<file path="src/mcsc_map.svh">
// Register offsets, field positions, reset values and timing counts
`ifndef MCSC_MAP_SVH
`define MCSC_MAP_SVH

// ==========================================================
// Register map
`define MCSC_MAIN2_OFS      8'h02
`define MCSC_MAIN2_RESET    8'h00
`define MCSC_BIT_PSAVE      7
`define MCSC_BIT_RESET      6
`define MCSC_BIT_SYNC       4
`define MCSC_BIT_SINGLE_SHOT_ENABLE       3
`define MCSC_BIT_TRIG       2
`define MCSC_MAIN2_MASK     8'hDC

// ==========================================================
// Timing counts in internal clock cycles
`define MCSC_RST_CYCLES     4'h4
`define MCSC_INT_HOLD       3'h6

// ==========================================================
// Sample gap counts per code
`define MCSC_GAP_C0         22'h00_0000
`define MCSC_GAP_C1         22'h00_0F9E
`define MCSC_GAP_C2         22'h00_1F3B
`define MCSC_GAP_C3         22'h00_3E76
`define MCSC_GAP_C4         22'h00_7CEC
`define MCSC_GAP_C5         22'h00_F9D8
`define MCSC_GAP_C6         22'h01_F3B0
`define MCSC_GAP_C7         22'h03_E760
`define MCSC_GAP_C8         22'h07_CEC0
`define MCSC_GAP_C9         22'h0F_9D80
`define MCSC_GAP_C10        22'h1F_3B00
`define MCSC_GAP_CMAX       22'h3E_7600

`endif

</file>
<file path="src/mcsc_pkg.sv">
// Types shared by the control block and its gap timer
package mcsc_pkg;

  // ==========================================================
  // Sequencer states
  typedef enum logic [1:0] {
    MCSC_IDLE,
    MCSC_CONV,
    MCSC_GAP,
    MCSC_RESET
  } mcsc_seq_t;

  // ==========================================================
  // Register access request from the serial interface core
  typedef struct packed {
    logic       wr;
    logic       rd;
    logic [7:0] addr;
    logic [7:0] wdata;
  } mcsc_reg_req_t;

  // ==========================================================
  // Conversion cycle commands
  typedef struct packed {
    logic start;
    logic abort;
  } mcsc_conv_ctl_t;

  // ==========================================================
  // Gap timer state
  typedef struct packed {
    logic        fired;
    logic        expired;
    logic [21:0] cnt;
  } mcsc_gap_t;

  // ==========================================================
  // Control block state
  typedef struct packed {
    logic           power_save;
    logic           reset_bit;
    logic           sync_bit;
    logic           single_shot_enable;
    logic           trig;
    logic           sync_prev;
    logic           trig_prev;
    mcsc_seq_t      seq;
    logic [3:0]     rst_cnt;
    logic           soft_rst;
    mcsc_conv_ctl_t conv;
    logic           done_flag;
    logic           pwr_flag;
    logic           irq_n;
    logic [2:0]     irq_cnt;
    logic           results_valid;
    logic [7:0]     rdata;
  } mcsc_state_t;

endpackage : mcsc_pkg

</file>
<file path="src/mcsc_gap_timer.sv">
// Inter-sample delay timer with code decode
`include "mcsc_map.svh"

module mcsc_gap_timer #(
  parameter int GAP_SHIFT = 0
) (
  input  wire logic       clk,
  input  wire logic       resetn,
  input  wire logic       run,
  input  wire logic [3:0] code,
  output logic            expired
);

  mcsc_pkg::mcsc_gap_t st;
  mcsc_pkg::mcsc_gap_t next_st;

  // ==========================================================
  // Code decode
  function automatic logic [21:0] gap_decode(input logic [3:0] c);
    case (c)
      4'h0:    gap_decode = `MCSC_GAP_C0;
      4'h1:    gap_decode = `MCSC_GAP_C1;
      4'h2:    gap_decode = `MCSC_GAP_C2;
      4'h3:    gap_decode = `MCSC_GAP_C3;
      4'h4:    gap_decode = `MCSC_GAP_C4;
      4'h5:    gap_decode = `MCSC_GAP_C5;
      4'h6:    gap_decode = `MCSC_GAP_C6;
      4'h7:    gap_decode = `MCSC_GAP_C7;
      4'h8:    gap_decode = `MCSC_GAP_C8;
      4'h9:    gap_decode = `MCSC_GAP_C9;
      4'hA:    gap_decode = `MCSC_GAP_C10;
      default: gap_decode = `MCSC_GAP_CMAX;
    endcase
  endfunction : gap_decode

  // ==========================================================
  // Count down while running, one pulse at zero
  always_comb begin
    next_st         = st;
    next_st.expired = 1'b0;
    if (!run) begin
      next_st.fired = 1'b0;
      next_st.cnt   = gap_decode(code) >> GAP_SHIFT;
    end else if (st.cnt != 22'h00_0000) begin
      next_st.cnt = st.cnt - 22'h00_0001;
    end else if (!st.fired) begin
      next_st.fired   = 1'b1;
      next_st.expired = 1'b1;
    end
  end

  always_ff @(posedge clk or negedge resetn) begin
    if (!resetn) begin
      st <= '0;
    end else begin
      st <= next_st;
    end
  end

  assign expired = st.expired;

endmodule : mcsc_gap_timer

</file>
<file path="src/mcsc_ctrl.sv">
// Second main configuration register with power-save, reset, sync and one-shot control
`include "mcsc_map.svh"

module mcsc_ctrl #(
  parameter int GAP_SHIFT = 0
) (
  input  wire logic                     clk,
  input  wire logic                     resetn,
  input  wire mcsc_pkg::mcsc_reg_req_t  reg_req,
  output logic [7:0]                    reg_rdata,
  input  wire logic                     sif_tick,
  input  wire logic                     status_read,
  input  wire logic [3:0]               sample_gap_delay,
  input  wire logic                     eoc_irq_en,
  input  wire logic                     conv_done,
  output mcsc_pkg::mcsc_conv_ctl_t      conv_ctl,
  output logic                          soft_rst,
  output logic                          power_save_ctl,
  output logic                          results_valid,
  output logic                          conversion_done_flag,
  output logic                          powerup_interrupt,
  output logic                          int_n
);

  mcsc_pkg::mcsc_state_t st;
  mcsc_pkg::mcsc_state_t next_st;
  logic                  gap_expired;
  logic                  wr_main;
  logic                  sync_rise;
  logic                  trig_rise;

  // ==========================================================
  // Reset values
  function automatic mcsc_pkg::mcsc_state_t reset_state();
    mcsc_pkg::mcsc_state_t s;
    s               = '0;
    s.seq           = mcsc_pkg::MCSC_IDLE;
    s.irq_n         = 1'b1;
    s.power_save    = 1'(`MCSC_MAIN2_RESET >> `MCSC_BIT_PSAVE);
    return s;
  endfunction : reset_state

  // ==========================================================
  // Gap timer
  mcsc_gap_timer #(
    .GAP_SHIFT (GAP_SHIFT)
  ) u_gap (
    .clk     (clk),
    .resetn  (resetn),
    .run     (st.seq == mcsc_pkg::MCSC_GAP),
    .code    (sample_gap_delay),
    .expired (gap_expired)
  );

  assign wr_main   = reg_req.wr && (reg_req.addr == `MCSC_MAIN2_OFS);
  assign sync_rise = st.sync_bit && !st.sync_prev;
  assign trig_rise = st.trig && !st.trig_prev;

  // ==========================================================
  // Next state
  always_comb begin
    next_st           = st;
    next_st.conv      = '0;
    next_st.sync_prev = st.sync_bit;
    next_st.trig_prev = st.trig;

    // Sync and trigger bits drop on the interface clock after being set
    if (sif_tick) begin
      next_st.sync_bit = 1'b0;
      next_st.trig     = 1'b0;
    end

    // Interrupt pin release after hold time or status read
    if (!st.irq_n) begin
      next_st.irq_cnt = st.irq_cnt - 3'h1;
      if (st.irq_cnt == 3'h1) begin
        next_st.irq_n = 1'b1;
      end
    end
    if (status_read) begin
      next_st.done_flag = 1'b0;
      next_st.pwr_flag  = 1'b0;
      next_st.irq_n     = 1'b1;
    end

    // Register write, unused bits dropped
    if (wr_main && st.seq != mcsc_pkg::MCSC_RESET) begin
      next_st.power_save = reg_req.wdata[`MCSC_BIT_PSAVE];
      next_st.single_shot_enable       = reg_req.wdata[`MCSC_BIT_SINGLE_SHOT_ENABLE];
      if (reg_req.wdata[`MCSC_BIT_SYNC]) begin
        next_st.sync_bit = 1'b1;
      end
      if (reg_req.wdata[`MCSC_BIT_TRIG]) begin
        next_st.trig = 1'b1;
      end
      if (reg_req.wdata[`MCSC_BIT_PSAVE] && !st.power_save) begin
        next_st.done_flag     = 1'b0;
        next_st.pwr_flag      = 1'b0;
        next_st.irq_n         = 1'b1;
        next_st.results_valid = 1'b0;
      end
      if (reg_req.wdata[`MCSC_BIT_RESET]) begin
        next_st.reset_bit  = 1'b1;
        next_st.soft_rst   = 1'b1;
        next_st.rst_cnt    = `MCSC_RST_CYCLES;
        next_st.seq        = mcsc_pkg::MCSC_RESET;
        next_st.conv.abort = (st.seq == mcsc_pkg::MCSC_CONV);
      end
    end

    // End of conversion event, set wins over status read
    // Entering power-save in the same cycle drops the event
    if (conv_done && st.seq == mcsc_pkg::MCSC_CONV && !st.power_save
        && !next_st.power_save) begin
      next_st.results_valid = 1'b1;
      if (eoc_irq_en) begin
        next_st.done_flag = 1'b1;
        next_st.irq_n     = 1'b0;
        next_st.irq_cnt   = `MCSC_INT_HOLD;
      end
    end

    case (st.seq)
      mcsc_pkg::MCSC_RESET: begin
        next_st.rst_cnt = st.rst_cnt - 4'h1;
        if (st.rst_cnt == 4'h1) begin
          next_st          = reset_state();
          next_st.pwr_flag = 1'b1;
          next_st.irq_n    = 1'b0;
          next_st.irq_cnt  = `MCSC_INT_HOLD;
        end
      end
      mcsc_pkg::MCSC_IDLE: begin
        if (!st.power_save && !next_st.power_save && next_st.seq != mcsc_pkg::MCSC_RESET) begin
          if (st.single_shot_enable ? trig_rise : 1'b1) begin
            next_st.conv.start = 1'b1;
            next_st.seq        = mcsc_pkg::MCSC_CONV;
          end
        end
      end
      mcsc_pkg::MCSC_CONV: begin
        if (conv_done && next_st.seq == mcsc_pkg::MCSC_CONV) begin
          next_st.seq = st.single_shot_enable ? mcsc_pkg::MCSC_IDLE : mcsc_pkg::MCSC_GAP;
        end
      end
      mcsc_pkg::MCSC_GAP: begin
        if (st.single_shot_enable) begin
          next_st.seq = mcsc_pkg::MCSC_IDLE;
        end else if (gap_expired && next_st.seq == mcsc_pkg::MCSC_GAP) begin
          next_st.conv.start = 1'b1;
          next_st.seq        = mcsc_pkg::MCSC_CONV;
        end
      end
      default: begin
        next_st.seq = mcsc_pkg::MCSC_IDLE;
      end
    endcase

    // Sync restarts the cycle from any running state
    if (sync_rise && !st.power_save && next_st.seq != mcsc_pkg::MCSC_RESET) begin
      next_st.conv.abort = (st.seq == mcsc_pkg::MCSC_CONV);
      next_st.conv.start = 1'b1;
      next_st.seq        = mcsc_pkg::MCSC_CONV;
    end

    // Power-save stops the sequencer
    // A reset requested in the same write still runs to its end
    if (next_st.power_save && next_st.seq != mcsc_pkg::MCSC_RESET) begin
      next_st.conv.start = 1'b0;
      next_st.conv.abort = (st.seq == mcsc_pkg::MCSC_CONV);
      next_st.seq        = mcsc_pkg::MCSC_IDLE;
    end

    // Read data, unused bits zero
    next_st.rdata = 8'h00;
    if (reg_req.rd && reg_req.addr == `MCSC_MAIN2_OFS) begin
      next_st.rdata = {st.power_save, st.reset_bit, 1'b0, st.sync_bit,
                       st.single_shot_enable, st.trig, 2'b00} & `MCSC_MAIN2_MASK;
    end
  end

  always_ff @(posedge clk or negedge resetn) begin
    if (!resetn) begin
      st <= reset_state();
    end else begin
      st <= next_st;
    end
  end

  // ==========================================================
  // Outputs
  assign reg_rdata            = st.rdata;
  assign conv_ctl             = st.conv;
  assign soft_rst             = st.soft_rst;
  assign power_save_ctl       = st.power_save;
  assign results_valid        = st.results_valid;
  assign conversion_done_flag = st.done_flag;
  assign powerup_interrupt    = st.pwr_flag;
  assign int_n                = st.irq_n;

endmodule : mcsc_ctrl

</file>
<file path="config.mk">
export PLATFORM = sky130hd
export DESIGN_NAME = mcsc_ctrl
export DESIGN_NICKNAME = d
export VERILOG_FILES = /design/src/mcsc_pkg.sv /design/src/mcsc_gap_timer.sv /design/src/mcsc_ctrl.sv
export VERILOG_INCLUDE_DIRS = /design/src
export SDC_FILE = /design/constraint.sdc
export NUM_CORES = 1
export LEC_CHECK = 0
export ABC_AREA = 0
export BUFFER_PORTS_ARGS = -buffer_cell sky130_fd_sc_hd__clkbuf_2
export CAP_MARGIN = 20
export CORE_UTILIZATION = 60
export CTS_CLUSTER_SIZE = 8
export DETAILED_ROUTE_END_ITERATION = 6
export PLACE_DENSITY = 0.92
export REMOVE_ABC_BUFFERS = 1
export SETUP_SLACK_MARGIN = 0.2
export SYNTH_ARGS = -nofsm -noshare
export SYNTH_HDL_FRONTEND = slang
export SYNTH_HIERARCHICAL = 1
export SYNTH_SLANG_ARGS = --single-unit
</file>
<file path="constraint.sdc">
create_clock -name clk -period 3.8 [get_ports clk]
set_clock_uncertainty 0.1 [all_clocks]
set_input_delay 0.76 -clock clk [delete_from_list [all_inputs] [get_ports clk]]
set_output_delay 0.76 -clock clk [all_outputs]
set_load 0.03 [all_outputs]
</file>
; Word level (Yosys, flattened, before mapping)
; Memory sizes are Yosys's and may differ from the RTL's.
; Cells that the tools add are included.
; Widths: inputs -> output; s select.
[totals]
register_bits = 55
romBits = 352
inputBits = 28
output_inout_bits = 16
n_memories = 1
[memory_table]
columns = memory, depth, word_bits, read_ports, rd_ports_with_merged_regs, wr, line_no
row1 = (name not given), 16, 22, 1, 0, 0, mcsc_gap_timer.sv:20  ; case (c)
[op_classes]
addsub = 3
n_eq_ne = 14
muxes = 48
reduce_logical = 25
[op_table]
columns = cell, n
row1 = $mux 22, 2
row2 = $mux 31, 1
row3 = $mux 2, 11
row4 = $reduce_bool 22->1, 1
row5 = $sub 22x1->22 const B, 1
row6 = $mux 7, 3
row7 = $mux 1, 19
row8 = $logic_and 1x1->1, 16
row9 = $mux 16, 1
row10 = $mux 5, 3
row11 = $mux 4, 3
row12 = $ne 2x2->1 const B, 6
row13 = $eq 8x2->1 const B, 1
row14 = $mux 8, 1
row15 = $pmux 2 s4, 1
row16 = $eq 2x2->1 const B, 3
row17 = $mux 3, 2
row18 = $eq 2x1->1 const B, 2
row19 = $eq 4x1->1 const B, 1
row20 = $logic_not 1->1, 4
row21 = $reduce_bool 2->1, 2
row22 = $sub 4x1->4 const B, 1
row23 = $eq 3x1->1 const B, 1
row24 = $pmux 1 s3, 1
row25 = other kinds (3), 3

; Longest topological paths before layout
; Gate-level depths: netlist of run 1.
[depth]
word_depth = 16
mapped_depth = 7
depth_no_buf = 7

; Cells and area by module
; The synthesis of run 1 kept the hierarchy.
[modules_own_cells]
columns = module, n_inst, cells_per_inst, area_per_inst_um2
row1 = mcsc_gap_timer, 1, 207, 1816.7
row2 = mcsc_ctrl, 1, 148, 1508.9

; Least setup slack after synthesis of run 1
; No wires, ideal clock.
[synth_path]
path_type = input to register
start = input reg_req[13] (netlist bit)
end = register st, in the netlist conv_ctl[0]
setup_ns = 0.124
arrival_time_ns = 2.397
required_time_ns = 3.576
path_slack_ns = 1.179
path_stages = 6
path_cell_list = or4_4 buf_6 nor4b_4 mux2i_1 nor2_2 o31a_1
[synth_lines]
columns = element, line_no
row1 = from (decl), mcsc_ctrl.sv:9  ; input wire mcsc_pkg::mcsc_reg_req_t reg_req,
row2 = to (signal assigned), mcsc_ctrl.sv:184  ; st <= reset_state();
row3 = to (signal assigned), mcsc_ctrl.sv:186  ; st <= next_st;
row4 = to (decl), mcsc_ctrl.sv:25  ; mcsc_pkg::mcsc_state_t st;

==> flow_summary.ini, run 1 <==
[run_status]
outcome = finished, final reports clean

[drt]
firstDrtPassIters = 6
route.final.wire_length_um = 7790
ant_nets = 0
detailroute.via_count = 2957
routed_vias_inst = 6.60
detailedRoute.firstIterationViolations = 306
drc_errors = 0
detail_route.wl_per_cell_um = 17.4

[sta]
fin_tns_setup_ps = 0
finalSetupViolCount = 0
finalHoldViolCount = 0
final.period_utilization = 0.706
period_needed_ps = 2680
final-max-slew-violation-count = 0
worst_pin_slew_ps = 768
timing.max_slew.rel_slack = 0.484
grt_setup_unrepaired = false
max_clock_freq_ghz = 0.373

[clocking]
cts_htree_levels = 2
cts_post_setup_buffers_inserted = 0
cts_made_buffers = 5
cts.root.buffer_cell = sky130_fd_sc_hd__clkbuf_8
clk_pin_slew_worst_paths_ps = 100
cts_hold_buffers = 0
cts-resized-gates = 0
clock-sinks = 52
cts_tree = built
clock_tree.buffer_depth = 2
clkLatencyLatePin_ps = 310

[global_route]
number_of_global_route_vias_before_repair = 2748
antenna_violations_before_repair = 0
largest_net_degree_at_the_start_of_global_routing = 30
grt_overflow_total = 0
global_route.usage.total = 0.287
global_route_wire_length_before_repair_um = 13300

[critical_path]
worst_path_largest_cell_delay_ps = 670
setup.reg_to_reg.worst_slack_ps = 1380
crit_required_ps = 3910
critPathMaxFanout = 6
crit_slowest_cell = sky130_fd_sc_hd__or4b_1
setup.worst_path.end_class = flip-flop
timing.critical_path.arrival_ps = 2790
worstSetupStartpointType = input pin
timing_worst_setup_path_type = in -> reg
path_buf_inv = 1
path_cells = clkbuf_2, or4b_1, nor4b_4, mux2i_1, nor2_2, o31a_1
critical_path.top_delay_family = simple AND/OR/NAND/NOR gates

[synthesis]
yosys.area_share.simple = 0.265
fraction_of_synthesized_area_in_multiplexers = 0.0312
synth.yosys.warnings = 6
synthDistinctLibCells = 70
post_synthesis_adder_cell_area_fraction = 0.0376
xor_xnor_cell_area_share_of_the_yosys_netlist = 0.0263
synth_area_leader_cell = sky130_fd_sc_hd__dfrtp_1
number_of_synthesized_register_bits = 52
synth_ff_type = sky130_fd_sc_hd__dfrtp_1
synth_edf_count = 0
post_synth_instance_area_mm2 = 0.00333
portion_of_synthesized_cell_area_occupied_by_the_leading_cell_type = 0.384
largest_family_of_logic_cells_by_synthesized_area = simple AND/OR/NAND/NOR gates
syn_avg_cell_area_um2 = 9.37
syn-instance-count = 355
post_synth_main_area_contributors = sky130_fd_sc_hd__dfrtp_1 38%, sky130_fd_sc_hd__nor2_1 3.8%, sky130_fd_sc_hd__ha_1 3.8%, sky130_fd_sc_hd__buf_4 2.3%, sky130_fd_sc_hd__mux2i_1 2.1%
complex_gate_fraction_of_the_synthesized_area = 0.179
postSynth.asyncResetShare = 1.00
seq_area_frac_synth = 0.392

[power_and_ir_drop]
power.density_cell_area_mw_per_mm2 = 640
power_frac_comb = 0.427
cell_internal_pwr_mw = 1.26
switchingPower_mw = 1.02
power_leakage_nw = 1.56
power_frac_seq = 0.429
ir_drop_mv = 0.378
part_of_the_total_power_dissipated_in_the_clock_network = 0.144
sw_frac_of_total = 0.447

[floorplan]
die_height_um = 76.5
initial_cell_density_of_the_core = 0.635
die_w_um = 76.5
num_io_pins = 44
floorplan.die_area_mm2 = 0.00584
row_count = 26
core_region_area_mm2 = 0.00524

[worst_hold_path]
min-delay-path-class = in -> async

[placement]
dp_cells = 440
hpwl_um = 5680
place_congestion = 0.909
port_buffers = 37

[layout]
num-nets-final = 415
finish.cell_count_without_fillers = 448
post_route_cells_drive_above_1_share = 0.183
num_antenna_cells = 0
areaGrowthSynthToFinish_pct = 7.19

[job]
max_cap_viol_count = 0
[kinds of logic after synthesis]
logic type | count (synthesis)
other | 1
adder cells (fa/ha/maj) | 10
multiplexers | 10
AND/OR/NAND/NOR | 145
AO/OA/AOI/OAI | 82
buffers and inverters | 45
XOR/XNOR | 10
flip-flops | 52
[metrics by stage]
stage | hold WS, ps | cell area (um2) | power [mW] | setup WS, ps | utilization
6_report | 352 | 3560 | 2.28 | 1120 | 0.681
3_5_place_dp | 361 | 3470 | 1.94 | 891 | 0.663
5_1_grt | 397 | 3560 | 2.44 | 1070 | 0.681
4_1_cts | 371 | 3560 | 2.26 | 1160 | 0.681
2_1_floorplan | 312 | 3180 | 1.65 | 1120 | -
3_3_place_gp | 332 | 3470 | 1.87 | 939 | 0.663
[placed cells by master (no fill, tap or decap), types with 8 or more instances in the layout]
cell,netlist,final
sky130_fd_sc_hd__and3_1,8,8
sky130_fd_sc_hd__ha_1,10,10
sky130_fd_sc_hd__o31ai_1,8,8
sky130_fd_sc_hd__nor3_1,10,10
sky130_fd_sc_hd__nor2_1,34,34
sky130_fd_sc_hd__a21oi_1,12,12
sky130_fd_sc_hd__o21ai_0,10,10
sky130_fd_sc_hd__dfrtp_1,51,51
sky130_fd_sc_hd__nand4_1,9,9
sky130_fd_sc_hd__clkbuf_2,1,37
sky130_fd_sc_hd__nand3_1,10,10
sky130_fd_sc_hd__inv_1,18,18
sky130_fd_sc_hd__nor2b_1,9,8
sky130_fd_sc_hd__nand2_1,15,15
[layer usage]
metal | track usage | share of wire
met4 | 0.0962 | 0.023
met5 | 0 | 0
met1 | 0.375 | 0.42
met3 | 0.0431 | 0.056
met2 | 0.486 | 0.50
[state kept, by name, summed over array words and instances, names as in the netlist]
| name | count |
|---|---|
| conv_ctl | 2 |
| conversion_done_flag | 1 |
| int_n | 1 |
| power_save_ctl | 1 |
| powerup_interrupt | 1 |
| reg_rdata | 5 |
| results_valid | 1 |
| soft_rst | 1 |
| st | 15 |
| u_gap/expired | 1 |
| u_gap/st | 23 |
[cell type report]
cell class                      instances  area (um2)
Tap cell                               70        87.6
Sequential cell                        52        1300
Timing Repair Buffer                   40         208
Clock inverter                          3        22.5
Multi-Input combinational cell        260        1810
Clock buffer                            5        68.8
Fill cell                             397        1670
Inverter                               18        67.6
[final timing paths]
path | from | endpoint | cells past startpoint
setup reg to reg | u_gap/st[6] | u_gap/st[1] | 4
setup / recovery | reg_req[8] | conv_ctl[0] | 6
hold reg to reg | u_gap/st[23] | u_gap/expired | 1
max in group asynchronous | resetn | int_n | 2
hold / removal | resetn | reg_rdata[4] | 1
min in group clk | u_gap/st[23] | u_gap/expired | 1
[synth_stat cells, drive strengths merged, types with 4 or more instances]
cell,number
a21oi,12
a31oi,5
and2,5
and3,8
and4,5
buf,15
clkbuf,12
dfrtp,51
ha,10
inv,18
mux2i,7
nand2,16
nand2b,7
nand3,10
nand4,9
nor2,35
nor2b,9
nor3,11
nor3b,5
nor4,11
o211ai,4
o21ai,15
o22ai,7
o31ai,8
or3,4
xnor2,5
xor2,5
[power by group through the flow]
stage                     clock, mW  combinational [mW]  sequential [mW]
final                         0.329               0.974            0.977
after global routing          0.356                1.08             1.01
after CTS                     0.331               0.959            0.974
after detailed placement          0               0.954            0.983
after global placement            0               0.904            0.968
after floorplan                   0               0.682            0.965
Power figures use the tool's default switching activity.
==> inputs of run 2 (changes only) <==
--- a/config.mk
+++ b/config.mk
@@ -9,10 +9,10 @@
 export ABC_AREA = 0
 export BUFFER_PORTS_ARGS = -buffer_cell sky130_fd_sc_hd__clkbuf_2
 export CAP_MARGIN = 20
-export CORE_UTILIZATION = 60
+export CORE_UTILIZATION = 58
 export CTS_CLUSTER_SIZE = 8
 export DETAILED_ROUTE_END_ITERATION = 6
-export PLACE_DENSITY = 0.92
+export PLACE_DENSITY = 0.9
 export REMOVE_ABC_BUFFERS = 1
 export SETUP_SLACK_MARGIN = 0.2
 export SYNTH_ARGS = -nofsm -noshare
==> constraint.sdc (replaced) <==
create_clock -name clk -period 2.5 [get_ports clk]
set_clock_uncertainty 0.1 [all_clocks]
set_input_delay 0.5 -clock clk [delete_from_list [all_inputs] [get_ports clk]]
set_output_delay 0.5 -clock clk [all_outputs]
set_load 0.03 [all_outputs]
==> run 2 against run 1 <==
  * Die area is 3.4% higher
  * Clock power up 58%
  * Non-clock buffer count increased by 15
  * Critical path depth grew 1
  * First-iteration DRC count down 28%
  * Global-route usage fell by 1.3 points
  * Sequential cell count unchanged
  * Combinational power rose by 61%
  * Cell area up 3.9%
  * Core utilization down 0.78 points
  * Via count rose by 0.74%
==> flow_summary.ini, run 2 (same netlist as run 1, synthesis figures left out) <==
[run_status]
outcome = finished, final reports clean

[critical_path]
timing.critical_path.arrival_ps = 2290
setup.worst_path.end_class = flip-flop
timing_worst_setup_path_type = in -> reg
worst_r2r_startpoint = st[19]
critPathMaxFanout = 4
worstSetupStartpoint = reg_req[8]
crit_required_ps = 2580
worstSetupStartpointType = input pin

[floorplan]
die_height_um = 77.7
initial_cell_density_of_the_core = 0.604
die_w_um = 77.7
row_count = 27
floorplan.die_area_mm2 = 0.00604
core_region_area_mm2 = 0.00551
num_io_pins = 44

[sta]
timing.max_slew.rel_slack = 0.599
period_needed_ps = 2210
finalHoldViolCount = 0
final.period_utilization = 0.883
worst_pin_slew_ps = 602
max_clock_freq_ghz = 0.453
finalSetupViolCount = 0
final-max-slew-violation-count = 0
final.setup.worst_slack_ps = 293
grt_setup_unrepaired = false

[placement]
placement.setup.worst_slack_ps = -123
place_congestion = 0.968
post_dp_cell_area_mm2 = 0.00360
port_buffers = 37
hpwl_um = 5710

[clocking]
cts_htree_levels = 2
clock-sinks = 52
cts_tree = built
cts-resized-gates = 0
clk_pin_slew_worst_paths_ps = 110
cts_hold_buffers = 0
clkLatencyLatePin_ps = 320
clock_tree.buffer_depth = 2
cts.root.buffer_cell = sky130_fd_sc_hd__clkbuf_8
cts_made_buffers = 5
cts_post_setup_buffers_inserted = 0

[layout]
final_util = 0.673
areaGrowthSynthToFinish_pct = 11.4
top_register_by_number_of_flip_flops = u_gap/st
num-nets-final = 430
num_antenna_cells = 0
layout.cells.most_common = sky130_fd_sc_hd__dfrtp_1
post_route_cells_drive_above_1_share = 0.216
layout.cells.most_common_list = 51 x sky130_fd_sc_hd__dfrtp_1, 37 x sky130_fd_sc_hd__clkbuf_2, 34 x sky130_fd_sc_hd__nor2_1
flip_flop_count_of_the_largest_register_all_copies_and_words_added = 23
finish.instance_area_mm2 = 0.00370

[worst_hold_path]
min-delay-path-class = in -> async

[global_route]
global_route.usage.total = 0.273
grt_overflow_total = 0
largest_net_degree_at_the_start_of_global_routing = 31
antenna_violations_before_repair = 0
global_route_wire_length_before_repair_um = 13000
number_of_global_route_vias_before_repair = 2845

[power_and_ir_drop]
power_leakage_nw = 1.64
design_power_total_mw = 3.59
ir_drop_mv = 0.606
power.density_cell_area_mw_per_mm2 = 969

[drt]
route.final.wire_length_um = 7920
detailedRoute.firstIterationViolations = 219
firstDrtPassIters = 5
detailroute.via_count = 2979
met1_layer_wirelength_in_the_final_routing_um = 3210
ant_nets = 0
routed_vias_inst = 6.41
met2_wirelength_um = 4080
dr.max_layer_used = met4
drc_errors = 0
routed-wl-met3_um = 493
detail_route.wl_per_cell_um = 17.0

[job]
max_cap_viol_count = 0
## run 2: per-stage QoR
| stage | TNS [ps] | cells | hold WS [ps] |
|---|---|---|---|
| 2_1_floorplan | -716 | 330 | 104 |
| 3_3_place_gp | 0 | 457 | 322 |
| 6_report | 0 | 465 | 59.2 |
| 3_5_place_dp | -161 | 457 | 335 |
| 5_1_grt | 0 | 465 | 108 |
| 4_1_cts | 0 | 465 | 69.6 |
## run 2: per-layer routing
layer,global-route usage,vias to the layer above
met5,0,-
met4,0.100,0
met3,0.0435,13
met2,0.486,132
met1,0.332,1466
li1,-,1368
## run 2: final timing paths
path	to	slack, ps	depth (start not counted)
min in group clk	st[28]	280	2
worst max register to register	conv_ctl[0]	430	7
worst max-delay path	st[22]	290	7
max in group asynchronous	u_gap/st[23]	1660	2
worst min-delay path	st[27]	60	1
worst min register to register	u_gap/expired	370	1
## run 2: worst max-delay path, stage by stage
cell                       delay [ps]
sky130_fd_sc_hd__clkbuf_2          80
sky130_fd_sc_hd__or4b_1           640
sky130_fd_sc_hd__buf_4            200
sky130_fd_sc_hd__nor4_1           260
sky130_fd_sc_hd__a21oi_1          140
sky130_fd_sc_hd__o311ai_2         310
sky130_fd_sc_hd__a32oi_1          160
## run 2: area by class of cell
cell class / instances / area [um2]
inverters: 18 / 67.6
well taps: 72 / 90.1
repair buffers: 55 / 333
fillers: 425 / 1800
clock inverters: 3 / 27.5
multi-input cells: 260 / 1820
clock buffers: 5 / 68.8
flip-flops and latches: 52 / 1300
## run 2: report_power, final
part,internal [mW],switching [mW],total [mW]
Combinational,0.674,0.899,1.57
Sequential,1.11,0.382,1.49
Clock,0.206,0.315,0.521
